$ cat config.mk
export PLATFORM = sky130hd
export DESIGN_NAME = reset_config_word_upper_decode
export DESIGN_NICKNAME = d
export VERILOG_FILES = /design/src/shared/rcw_pkg.sv /design/src/shared/cfg_if.sv /design/src/logic/reset_config_word_upper_decode.sv /design/src/logic/cfg_loader.sv
export SDC_FILE = /design/constraint.sdc
export NUM_CORES = 1
export LEC_CHECK = 0
export ABC_AREA = 1
export BUFFER_PORTS_ARGS = -buffer_cell sky130_fd_sc_hd__buf_2
export CORE_UTILIZATION = 40
export CTS_CLUSTER_DIAMETER = 80
export DETAILED_ROUTE_END_ITERATION = 16
export GPL_ROUTABILITY_DRIVEN = 0
export HOLD_SLACK_MARGIN = 0.03
export SYNTH_ARGS = -nofsm -noshare
export SYNTH_HDL_FRONTEND = slang
export SYNTH_SLANG_ARGS = --single-unit
$ cat constraint.sdc
create_clock -name clk_i -period 1.73 [get_ports clk_i]
set_input_delay 0.173 -clock clk_i [delete_from_list [all_inputs] [get_ports clk_i]]
set_output_delay 0.173 -clock clk_i [all_outputs]
set_load 0.02 [all_outputs]
$ cat src/shared/rcw_pkg.sv
`default_nettype none
package rcw_pkg;

	////////////////////////////////////////////////////////////////////////////////
	// configuration word layout, bit numbers as counted in the word
	localparam int WORD_W = 32;
	localparam int BUS_BUSY_BIT = 17;
	localparam int REQ_MASK_BIT = 18;
	localparam int ETH_ROUTE_BIT = 19;
	localparam int TTYPE_PIN_BIT = 20;
	localparam int CHIP_SEL5_BIT = 21;
	localparam int TCODE_FIRST_BIT = 22;
	localparam int TCODE_LAST_BIT = 23;
	localparam int LITTLE_END_BIT = 24;
	localparam int MUNGED_BIT = 25;
	localparam int RSV_ZERO_A_BIT = 26;
	localparam int RSV_ONE_BIT = 27;
	localparam int CLK_MODE_FIRST_BIT = 28;
	localparam int CLK_MODE_MID_BIT = 29;
	localparam int CLK_MODE_LAST_BIT = 30;
	localparam int RSV_ZERO_B_BIT = 31;

	////////////////////////////////////////////////////////////////////////////////
	// reset values and timing
	localparam logic [WORD_W-1:0] DEFAULT_WORD = 32'h0000_0000;
	localparam int CFG_TIMEOUT_CYCLES = 1024;
	localparam int CLOCK_MODE_W = 5;
	localparam logic [CLOCK_MODE_W-1:0] CLOCK_MODE_RESET = 5'h00;
	localparam logic [1:0] TCODE_BANK_SEL = 2'h2;
	localparam logic [1:0] STRAP_RESET = 2'h0;
	localparam int NUM_CORES = 4;
	localparam int NUM_PERIPH = 8;

	////////////////////////////////////////////////////////////////////////////////
	// types
	typedef enum logic [1:0] {PH_RUN, PH_CFG, PH_HOLD} phase_t;

	typedef struct packed {
		logic bus_busy_disable_sel;
		logic request_mask_sel;
		logic eth_on_data_bus;
		logic eth_on_gpio;
		logic transfer_type_pin_sel;
		logic chip_sel5_pin_sel;
		logic [1:0] transfer_code_pin_sel;
		logic bank_select_active;
		logic host_little_endian_sel;
		logic munged_endian_sel;
	} dec_t;

	localparam dec_t DEC_RESET = '0;

	////////////////////////////////////////////////////////////////////////////////
	// multi-bit fields are read with the lower-numbered bit as msb
	function automatic logic [2:0] clock_mode_high(input logic [WORD_W-1:0] w);
		return {w[CLK_MODE_FIRST_BIT], w[CLK_MODE_MID_BIT], w[CLK_MODE_LAST_BIT]};
	endfunction : clock_mode_high

	function automatic logic reserved_ok(input logic [WORD_W-1:0] w);
		return w[RSV_ONE_BIT] & ~w[RSV_ZERO_A_BIT] & ~w[RSV_ZERO_B_BIT];
	endfunction : reserved_ok

	function automatic dec_t decode_word(input logic [WORD_W-1:0] w, input logic wide_strap);
		dec_t d;
		d.bus_busy_disable_sel = w[BUS_BUSY_BIT];
		d.request_mask_sel = w[REQ_MASK_BIT];
		d.eth_on_data_bus = w[ETH_ROUTE_BIT] & ~wide_strap;
		d.eth_on_gpio = ~w[ETH_ROUTE_BIT];
		d.transfer_type_pin_sel = w[TTYPE_PIN_BIT];
		d.chip_sel5_pin_sel = w[CHIP_SEL5_BIT];
		d.transfer_code_pin_sel = {w[TCODE_FIRST_BIT], w[TCODE_LAST_BIT]};
		d.bank_select_active = ({w[TCODE_FIRST_BIT], w[TCODE_LAST_BIT]} == TCODE_BANK_SEL);
		d.host_little_endian_sel = w[LITTLE_END_BIT];
		d.munged_endian_sel = w[LITTLE_END_BIT] & w[MUNGED_BIT];
		return d;
	endfunction : decode_word

endpackage : rcw_pkg
`default_nettype wire

$ cat src/shared/cfg_if.sv
`default_nettype none
// carries the load request and the captured word between controller and loader
interface cfg_if;
	logic start;
	logic done;
	logic busy;
	logic from_bus;
	logic [rcw_pkg::WORD_W-1:0] word;

	modport loader (input start, output done, output busy, output from_bus, output word);
	modport ctrl (output start, input done, input busy, input from_bus, input word);
endinterface : cfg_if
`default_nettype wire

$ cat src/logic/reset_config_word_upper_decode.sv
`default_nettype none
module reset_config_word_upper_decode #(
	parameter int N_CORES = rcw_pkg::NUM_CORES,
	parameter int N_PERIPH = rcw_pkg::NUM_PERIPH,
	parameter int TIMEOUT = rcw_pkg::CFG_TIMEOUT_CYCLES
) (
	input wire logic clk_i,
	input wire logic resetn_i,
	input wire logic power_on_reset_n_i,
	input wire logic hard_reset_n_i,
	input wire logic soft_reset_n_i,
	input wire logic wide_data_strap_i,
	input wire logic [1:0] clock_mode_straps_i,
	input wire logic cfg_wr_i,
	input wire logic [rcw_pkg::WORD_W-1:0] cfg_word_i,
	input wire logic clock_output_disable_i,
	input wire logic [N_PERIPH-1:0] periph_stop_i,
	input wire logic skew_elim_mode_i,
	input wire logic [N_CORES-1:0] core_stop_req_i,
	input wire logic [N_CORES-1:0] core_wait_req_i,
	input wire logic [N_CORES-1:0] core_irq_i,
	input wire logic [N_CORES-1:0] core_debug_req_i,
	output logic device_in_reset_o,
	output logic bus_busy_disable_sel_o,
	output logic request_mask_sel_o,
	output logic eth_on_data_bus_o,
	output logic eth_on_gpio_o,
	output logic transfer_type_pin_sel_o,
	output logic chip_sel5_pin_sel_o,
	output logic [1:0] transfer_code_pin_sel_o,
	output logic bank_select_active_o,
	output logic host_little_endian_sel_o,
	output logic munged_endian_sel_o,
	output logic [rcw_pkg::CLOCK_MODE_W-1:0] clock_mode_bits_o,
	output logic pll_mult_valid_o,
	output logic cfg_from_bus_o,
	output logic cfg_reserved_err_o,
	output logic bus_clock_en_o,
	output logic [N_PERIPH-1:0] periph_clk_en_o,
	output logic ref_from_input_pin_o,
	output logic [N_CORES-1:0] core_waiting_o,
	output logic [N_CORES-1:0] core_stopped_o
);
	import rcw_pkg::*;

	typedef struct packed {
		logic por_s1;
		logic por_s2;
		logic por_d;
		logic hr_s1;
		logic hr_s2;
		logic sr_s1;
		logic sr_s2;
		logic [2:0] strap_s1;
		logic [2:0] strap_s2;
		logic [1:0] strap_low;
		logic wide_strap;
		logic por_pending;
		phase_t phase;
		logic start;
		logic [WORD_W-1:0] word;
		logic in_reset;
		dec_t dec;
		logic [CLOCK_MODE_W-1:0] pll_mode;
		logic pll_valid;
		logic from_bus;
		logic rsv_err;
		logic bus_clk_en;
		logic [N_PERIPH-1:0] periph_en;
		logic ref_input;
		logic [N_CORES-1:0] core_wait;
		logic [N_CORES-1:0] core_stop;
	} top_state_t;

	top_state_t st;
	top_state_t next_st;
	logic por_rise;
	logic dev_reset;

	cfg_if cfg ();

	////////////////////////////////////////////////////////////////////////////////
	// word capture window
	cfg_loader #(
		.TIMEOUT(TIMEOUT)
	) u_loader (
		.clk_i(clk_i),
		.resetn_i(resetn_i),
		.cfg_wr_i(cfg_wr_i),
		.cfg_word_i(cfg_word_i),
		.lp(cfg.loader)
	);

	assign cfg.start = st.start;

	// events seen on the synchronised pins
	assign por_rise = st.por_s2 & ~st.por_d;
	assign dev_reset = ~st.por_s2 | ~st.hr_s2 | ~st.sr_s2;

	////////////////////////////////////////////////////////////////////////////////
	// next state
	always_comb
	begin
		next_st = st;
		next_st.start = 1'h0;

		// two-stage synchronisers for pins; the first stage feeds only the second
		next_st.por_s1 = power_on_reset_n_i;
		next_st.por_s2 = st.por_s1;
		next_st.por_d = st.por_s2;
		next_st.hr_s1 = hard_reset_n_i;
		next_st.hr_s2 = st.hr_s1;
		next_st.sr_s1 = soft_reset_n_i;
		next_st.sr_s2 = st.sr_s1;
		next_st.strap_s1 = {wide_data_strap_i, clock_mode_straps_i};
		next_st.strap_s2 = st.strap_s1;

		// straps are caught as power-on releases with hard reset still low
		if (por_rise && !st.hr_s2)
		begin
			next_st.strap_low = st.strap_s2[1:0];
			next_st.wide_strap = st.strap_s2[2];
			next_st.por_pending = 1'h1;
		end

		// reset sequencing
		case (st.phase)
			PH_RUN:
			begin
				if (!st.hr_s2)
				begin
					next_st.in_reset = 1'h1;
					if (st.por_s2)
					begin
						next_st.start = 1'h1;
						next_st.phase = PH_CFG;
					end
				end
			end
			PH_CFG:
			begin
				if (!st.por_s2)
				begin
					next_st.phase = PH_RUN;
				end
				else if (cfg.done)
				begin
					next_st.word = cfg.word;
					next_st.from_bus = cfg.from_bus;
					next_st.rsv_err = ~reserved_ok(cfg.word);
					if (st.por_pending)
					begin
						next_st.pll_mode = {clock_mode_high(cfg.word), st.strap_low};
						next_st.pll_valid = 1'h1;
						next_st.por_pending = 1'h0;
					end
					next_st.phase = PH_HOLD;
				end
			end
			PH_HOLD:
			begin
				if (!st.por_s2)
				begin
					next_st.phase = PH_RUN;
				end
				else if (st.hr_s2)
				begin
					// decoded fields change only here, once per reset
					next_st.dec = decode_word(st.word, st.wide_strap);
					next_st.in_reset = 1'h0;
					next_st.phase = PH_RUN;
				end
			end
			default:
			begin
				next_st.phase = PH_RUN;
			end
		endcase

		// clock controls
		next_st.bus_clk_en = ~clock_output_disable_i;
		next_st.periph_en = ~periph_stop_i;
		next_st.ref_input = skew_elim_mode_i;

		// core low-power modes
		for (int i = 0; i < N_CORES; i++)
		begin
			if (dev_reset)
			begin
				next_st.core_stop[i] = 1'h0;
				next_st.core_wait[i] = 1'h0;
			end
			else if (st.core_stop[i])
			begin
				next_st.core_stop[i] = 1'h1;
			end
			else if (st.core_wait[i])
			begin
				next_st.core_wait[i] = ~(core_irq_i[i] | core_debug_req_i[i]);
			end
			else if (core_stop_req_i[i])
			begin
				next_st.core_stop[i] = 1'h1;
			end
			else if (core_wait_req_i[i])
			begin
				next_st.core_wait[i] = 1'h1;
			end
		end
	end

	////////////////////////////////////////////////////////////////////////////////
	// state register
	always_ff @(posedge clk_i)
	begin
		if (!resetn_i)
		begin
			st <= '0;
			st.in_reset <= 1'h1;
			st.word <= DEFAULT_WORD;
			st.dec <= DEC_RESET;
			st.pll_mode <= CLOCK_MODE_RESET;
			st.strap_low <= STRAP_RESET;
			st.phase <= PH_RUN;
			st.bus_clk_en <= 1'h1;
			st.periph_en <= '1;
		end
		else
		begin
			st <= next_st;
		end
	end

	////////////////////////////////////////////////////////////////////////////////
	// outputs, all from the state register
	assign device_in_reset_o = st.in_reset;
	assign bus_busy_disable_sel_o = st.dec.bus_busy_disable_sel;
	assign request_mask_sel_o = st.dec.request_mask_sel;
	assign eth_on_data_bus_o = st.dec.eth_on_data_bus;
	assign eth_on_gpio_o = st.dec.eth_on_gpio;
	assign transfer_type_pin_sel_o = st.dec.transfer_type_pin_sel;
	assign chip_sel5_pin_sel_o = st.dec.chip_sel5_pin_sel;
	assign transfer_code_pin_sel_o = st.dec.transfer_code_pin_sel;
	assign bank_select_active_o = st.dec.bank_select_active;
	assign host_little_endian_sel_o = st.dec.host_little_endian_sel;
	assign munged_endian_sel_o = st.dec.munged_endian_sel;
	assign clock_mode_bits_o = st.pll_mode;
	assign pll_mult_valid_o = st.pll_valid;
	assign cfg_from_bus_o = st.from_bus;
	assign cfg_reserved_err_o = st.rsv_err;
	assign bus_clock_en_o = st.bus_clk_en;
	assign periph_clk_en_o = st.periph_en;
	assign ref_from_input_pin_o = st.ref_input;
	assign core_waiting_o = st.core_wait;
	assign core_stopped_o = st.core_stop;

	logic apply;
	assign apply = (st.phase == PH_HOLD) && st.por_s2 && st.hr_s2;
endmodule : reset_config_word_upper_decode
`default_nettype wire

$ cat src/logic/cfg_loader.sv
`default_nettype none
module cfg_loader #(
	parameter int TIMEOUT = rcw_pkg::CFG_TIMEOUT_CYCLES
) (
	input wire logic clk_i,
	input wire logic resetn_i,
	input wire logic cfg_wr_i,
	input wire logic [rcw_pkg::WORD_W-1:0] cfg_word_i,
	cfg_if.loader lp
);
	import rcw_pkg::*;

	localparam int CNT_W = $clog2(TIMEOUT + 1);
	localparam logic [CNT_W-1:0] CNT_LAST = CNT_W'(TIMEOUT - 1);

	typedef struct packed {
		logic busy;
		logic done;
		logic from_bus;
		logic [CNT_W-1:0] cnt;
		logic [WORD_W-1:0] word;
	} ld_state_t;

	ld_state_t st;
	ld_state_t next_st;

	////////////////////////////////////////////////////////////////////////////////
	// window: take a bus write, or fall back to the default word on timeout
	always_comb
	begin
		next_st = st;
		next_st.done = 1'h0;
		if (lp.start)
		begin
			next_st.busy = 1'h1;
			next_st.cnt = '0;
		end
		else if (st.busy)
		begin
			if (cfg_wr_i)
			begin
				next_st.word = cfg_word_i;
				next_st.from_bus = 1'h1;
				next_st.done = 1'h1;
				next_st.busy = 1'h0;
			end
			else if (st.cnt == CNT_LAST)
			begin
				next_st.word = DEFAULT_WORD;
				next_st.from_bus = 1'h0;
				next_st.done = 1'h1;
				next_st.busy = 1'h0;
			end
			else
			begin
				next_st.cnt = st.cnt + CNT_W'(1);
			end
		end
	end

	always_ff @(posedge clk_i)
	begin
		if (!resetn_i)
		begin
			st <= '{busy: 1'h0, done: 1'h0, from_bus: 1'h0, cnt: '0, word: DEFAULT_WORD};
		end
		else
		begin
			st <= next_st;
		end
	end

	assign lp.done = st.done;
	assign lp.busy = st.busy;
	assign lp.from_bus = st.from_bus;
	assign lp.word = st.word;
endmodule : cfg_loader
`default_nettype wire

; ---- After elaboration in Yosys (flattened, before gate mapping)
; Index checks and enable logic that the tools add are counted.
[classes]
bitwise = 32
n_mux = 47
eq_ne = 10
reduce_logical = 16
addsub = 1
[op_table]
columns = operator, count
row1 = $mux W32, 2
row2 = $mux W46, 1
row3 = $mux W1, 30
row4 = $mux W12, 2
row5 = $mux W11, 2
row6 = $not A1 Y1, 20
row7 = $mux W3, 5
row8 = $reduce_and A3 Y1, 4
row9 = $reduce_and A4 Y1, 3
row10 = $add A11 B1 Y11 const B, 1
row11 = $eq A11 B10 Y1 const B, 1
row12 = $ne A2 B2 Y1 const B, 4
row13 = $not A8 Y8, 1
row14 = $mux W2, 3
row15 = $or A1 B1 Y1, 6
row16 = $pmux W2 S3, 1
row17 = $reduce_or A3 Y1, 2
row18 = $and A1 B1 Y1, 5
row19 = $eq A2 B2 Y1 const B, 2
row20 = $reduce_bool A2 Y1, 2
row21 = $reduce_or A2 Y1, 2
row22 = $ne A3 B2 Y1 const B, 1
row23 = $ne A3 B3 Y1 const B, 1
row24 = $eq A2 B1 Y1 const B, 1
row25 = other kinds (4), 4
[totals]
regBits = 130
in_bits = 67
wordCells = 149

; ---- Depth between registers and ports, before layout
[depth]
ltp_word = 8
mapped_depth = 9
ltp_nobuf = 9

; ---- Cells and area by module
; A second synthesis with hierarchy kept.
[unflattened]
cells_unflattened = 622
hier_area_um2 = 4709.5
[by_module_without_submodules]
columns = mod, area_each_um2, seq_area_each_um2, cells_each, instances
row1 = reset_config_word_upper_decode, 2531.2, 1341.3, 331, 1
row2 = cfg_loader, 2178.3, 920.9, 291, 1

; ---- Least setup slack after synthesis
; OpenSTA, ideal clock, no wires.
[synth_path]
path_kind = register -> register
from = reg u_loader.st[32] (netlist name)
to = reg u_loader.st (netlist bit u_loader.lp.word[26])
required_time_ps = 1598
n_path_buf = 1
synth_period_minus_slack_ps = 1410
path_stages_with_launch = 10
path_slack_ps = 320
arrival_time_ps = 1277
cell_sequence = dfxtp_1 -> ha_1 -> inv_1 -> nor2_4 -> nand3_2 -> nand2_2 -> nand2_4 -> buf_6 -> nand2_1 -> a21oi_1
[synth_between]
elab_chain_cells = 3
[synth_rtl]
columns = item, line_no
row1 = start: declaration, cfg_loader.sv:24  ; ld_state_t st;
row2 = start signal: assignment, cfg_loader.sv:65  ; st <= '{busy: 1'h0, done: 1'h0, from_bus: 1'h0, cnt: '0, word: DEFAULT_WORD};
row3 = start signal: assignment, cfg_loader.sv:69  ; st <= next_st;
row4 = $eq A11 B10 Y1, cfg_loader.sv:47  ; else if (st.cnt == CNT_LAST)
row5 = $reduce_bool A2 Y1 (no line), -
row6 = $reduce_and A3 Y1 (no line), -
; Every way passes these cells.
; A chain may end at the register's enable or synchronous reset.

; ---- Final worst setup path
[layout_path]
from = reg u_loader.st[32] (netlist name)
to = reg u_loader.st (netlist bit u_loader.lp.word[19])
; The elaborated chain is that of the path after synthesis.

==> impl_results.md <==
* Outcome: finished, violations left
* Failing checks: DRC
* Static Leak at 2.06 nW
* Die ar. at 9630 sq um
* Max VDD drop at 0.417 mV
* Final hold viol count at 0
* First-pass GRT wire length at 12600 microns
* Crit path max-delay cell type: dfxtp_1
* Crit path max fanout at 17
* Worst slack, placed at 165 ps
* Setup Fix Bufs, Post-CTS at 0
* Bufs on Longest Clock Path at 2
* Proportion of layout cells with a drive suffix above 1 at 22.1%
* CP Capture Type: flop
* PortBufs at 87
* Yosys reg bits at 96
* Largest net degree at the start of global routing at 38
* Worst path bufs/invs at 1
* Max-slew headroom at 74.6%
* FMAX at 641 MHz
* Final-layout fill cell count at 902
* Yosys cell types at 32
* Switch share at 22.0%
* WHS at 89.0 ps
* Sequential element share of the synthesized area at 52.0%
* Average wire per standard cell at 11.0 microns
* Combinational power share at 5.8%
* Initial core utilization at 41.8%
* Avg Inst Size Synth at 7.81 sq um
* Post-Route WL at 7400 microns
* Number of flops mapped to enable cells by yosys at 0
* Gr usage total at 16.2%
* Sinks on Clock Net at 96
* Die height at 98.1 microns
* Ys flop type: dfxtp_1
* DRC viols at 6
* Vias per cell at 4.62
* Inserted Clock Buffers at 9
* Least-Margin Pin Slew at 380 ps
* Period minus WS final at 1560 ps
* Clock power frac at 38.7%
* MaxCap Viol Count at 0
* Syn Inst Count at 473
* Yosys warning count at 0
* Setup TNS at 0 ps
* Crit Path Category: flop to flop
* Initial DRC count at 67
* Post-DP HPWL at 5270 microns
* Most frequent cells in the layout: 96 x dfxtp_1, 91 x nand2_1, 87 x buf_2
* Total power at 4.07 mW
* Fin. max-slew vios at 0
* Cell Chain, Critical Path: ha_2 > inv_1 > nor2_4 > nand3_2 > nand2_2 > nand2_4 > o21ai_0 > nor2_1
* NumNets Final at 625
* H-tree depth at 3
* Flop pwr share at 55.4%
* Leading cell type in the layout, fill and taps excluded: dfxtp_1
* Final setup fails at 0
* Switching Power at 0.893 mW
* Overflow after GRT at 0
* Power Dens Cells at 911 nW/um^2
* Worst-path clk slew at 90 ps
* Vias at 3095
* Root Driver: clkbuf_8
* # diodes at 0
* CP required at 1970 ps
* CP peak stage delay at 400 ps
* RSZ-0062 raised after global routing: no
* Clock latency on the worst-skew pair at 350 ps
* TritonCTS clock tree: done
* Tcrit/Tclk final at 90.2%
* Post-DRT Antenna Nets at 0
* Initial DRT Pass Iterations at 10
* Arr. time, crit path at 1800 ps
* Mapped cell area at 3700 sq um
* Final Core Density at 50.5%
* Rows at 34
* Int Power at 3.17 mW
* CP Launch Type: flop
* Vias in the first global route at 2895
* Die Width at 98.1 microns
* Initial antenna violation count at 0
* Synthesis-to-finish area growth at 20.8%
* Core footprint at 8850 sq um
* Worst path top cell family by delay: simple AND/OR/NAND/NOR gates
* Max Clock Skew at 7.45 ps
* Final WS setup at 169 ps
* Synth async-reset ratio at 0%
* Hold/Removal Path Class: input pin to flop
* Top-level port count at 105
* Syn Nets at 541
registers in the layout, summed over array words and instances, names as in the netlist, 2 cells and up:
signal                   flops
transfer_code_pin_sel_o      2
u_loader.st                 11
periph_clk_en_o              8
core_stopped_o               4
u_loader.lp.word            15
core_waiting_o               4
st                          21
clock_mode_bits_o            5
next_st                      7
tightest hold or removal path: stages:
cell and delay, ps:
buf_2 100, nand3_1 70, a21oi_1 60
cells by family after synthesis:
group           Yosys count  share of synthesized area [%]
buf+inv                  93                           12.3
simple gates            202                           23.3
fa+ha+maj                 1                          0.338
xor+xnor                  4                          0.948
flops                    96                           52.0
compound gates           77                           11.1
final timing paths:
kind                                      from                                 to  slack [ps]  cells after the start
setup / recovery  u_loader.st[32]$_SDFFE_PP0P_  u_loader.lp.word[19]$_SDFFE_PN0P_         170                      8
hold / removal                  cfg_word_i[28]  u_loader.lp.word[28]$_SDFFE_PN0P_          90                      3
setup reg to reg  u_loader.st[32]$_SDFFE_PP0P_  u_loader.lp.word[19]$_SDFFE_PN0P_         170                      8
hold reg to reg         next_st[77]$_SDFF_PN0_                  st[77]$_SDFF_PN0_         420                      2
power by group through the flow:
stage	Clock, mW	Combinational [mW]	Sequential [mW]
floorplan	0	0.125	2.31
global placement	0	0.208	2.31
detailed placement	0	0.212	2.31
CTS	1.63	0.240	2.26
global route	1.73	0.268	2.26
finish	1.57	0.238	2.26
stage by stage:
stage               instances  area (sq um)
finish                    670          4470
global route              670          4470
CTS                       670          4460
detailed placement        638          4080
global placement          638          4080
floorplan                 473          3700
synth_stat cells, types with 2 or more instances:
cell | count | area [sq um]
nor2_1 | 71 | 267
inv_1 | 51 | 191
o21ai_0 | 34 | 170
nor2_2 | 2 | 12.5
a21oi_1 | 31 | 155
xor2_1 | 2 | 17.5
nand3_1 | 18 | 90.1
xnor2_1 | 2 | 17.5
nand3_2 | 2 | 20.0
dfxtp_1 | 96 | 1920
buf_4 | 23 | 173
buf_6 | 2 | 22.5
a31oi_1 | 4 | 25.0
nor2_4 | 2 | 22.5
buf_2 | 3 | 15.0
nand2_1 | 91 | 342
nor3_1 | 4 | 20.0
nand3b_1 | 4 | 30.0
clkbuf_1 | 11 | 41.3
nand2_2 | 3 | 18.8
a211oi_1 | 5 | 37.5
nand4_1 | 2 | 12.5
per-layer routing:
layer	GRT usage (%)	part of all wire (%)
met5	0	0
met4	7.81	1.7
met3	2.79	4.3
met2	27.7	47
met1	19.8	47
final cells by class:
| class | instances | area [sq um] | area share (%) |
|---|---|---|---|
| tap | 108 | 135 | 3.03 |
| multi-input combinational | 284 | 1320 | 29.6 |
| clock buffer | 10 | 128 | 2.86 |
| sequential | 96 | 1920 | 43.0 |
| timing repair buffer | 112 | 663 | 14.9 |
| inverter | 54 | 204 | 4.57 |
| clock inverter | 6 | 92.6 | 2.07 |
repair_timing:
item	in CTS	in global routing
resized for setup	0	2
setup endpoints to repair	0	2
endpoints found under the hold margin	16	0
hold buffers	16	0
Note: power is estimated with default switching activity, not from simulation.
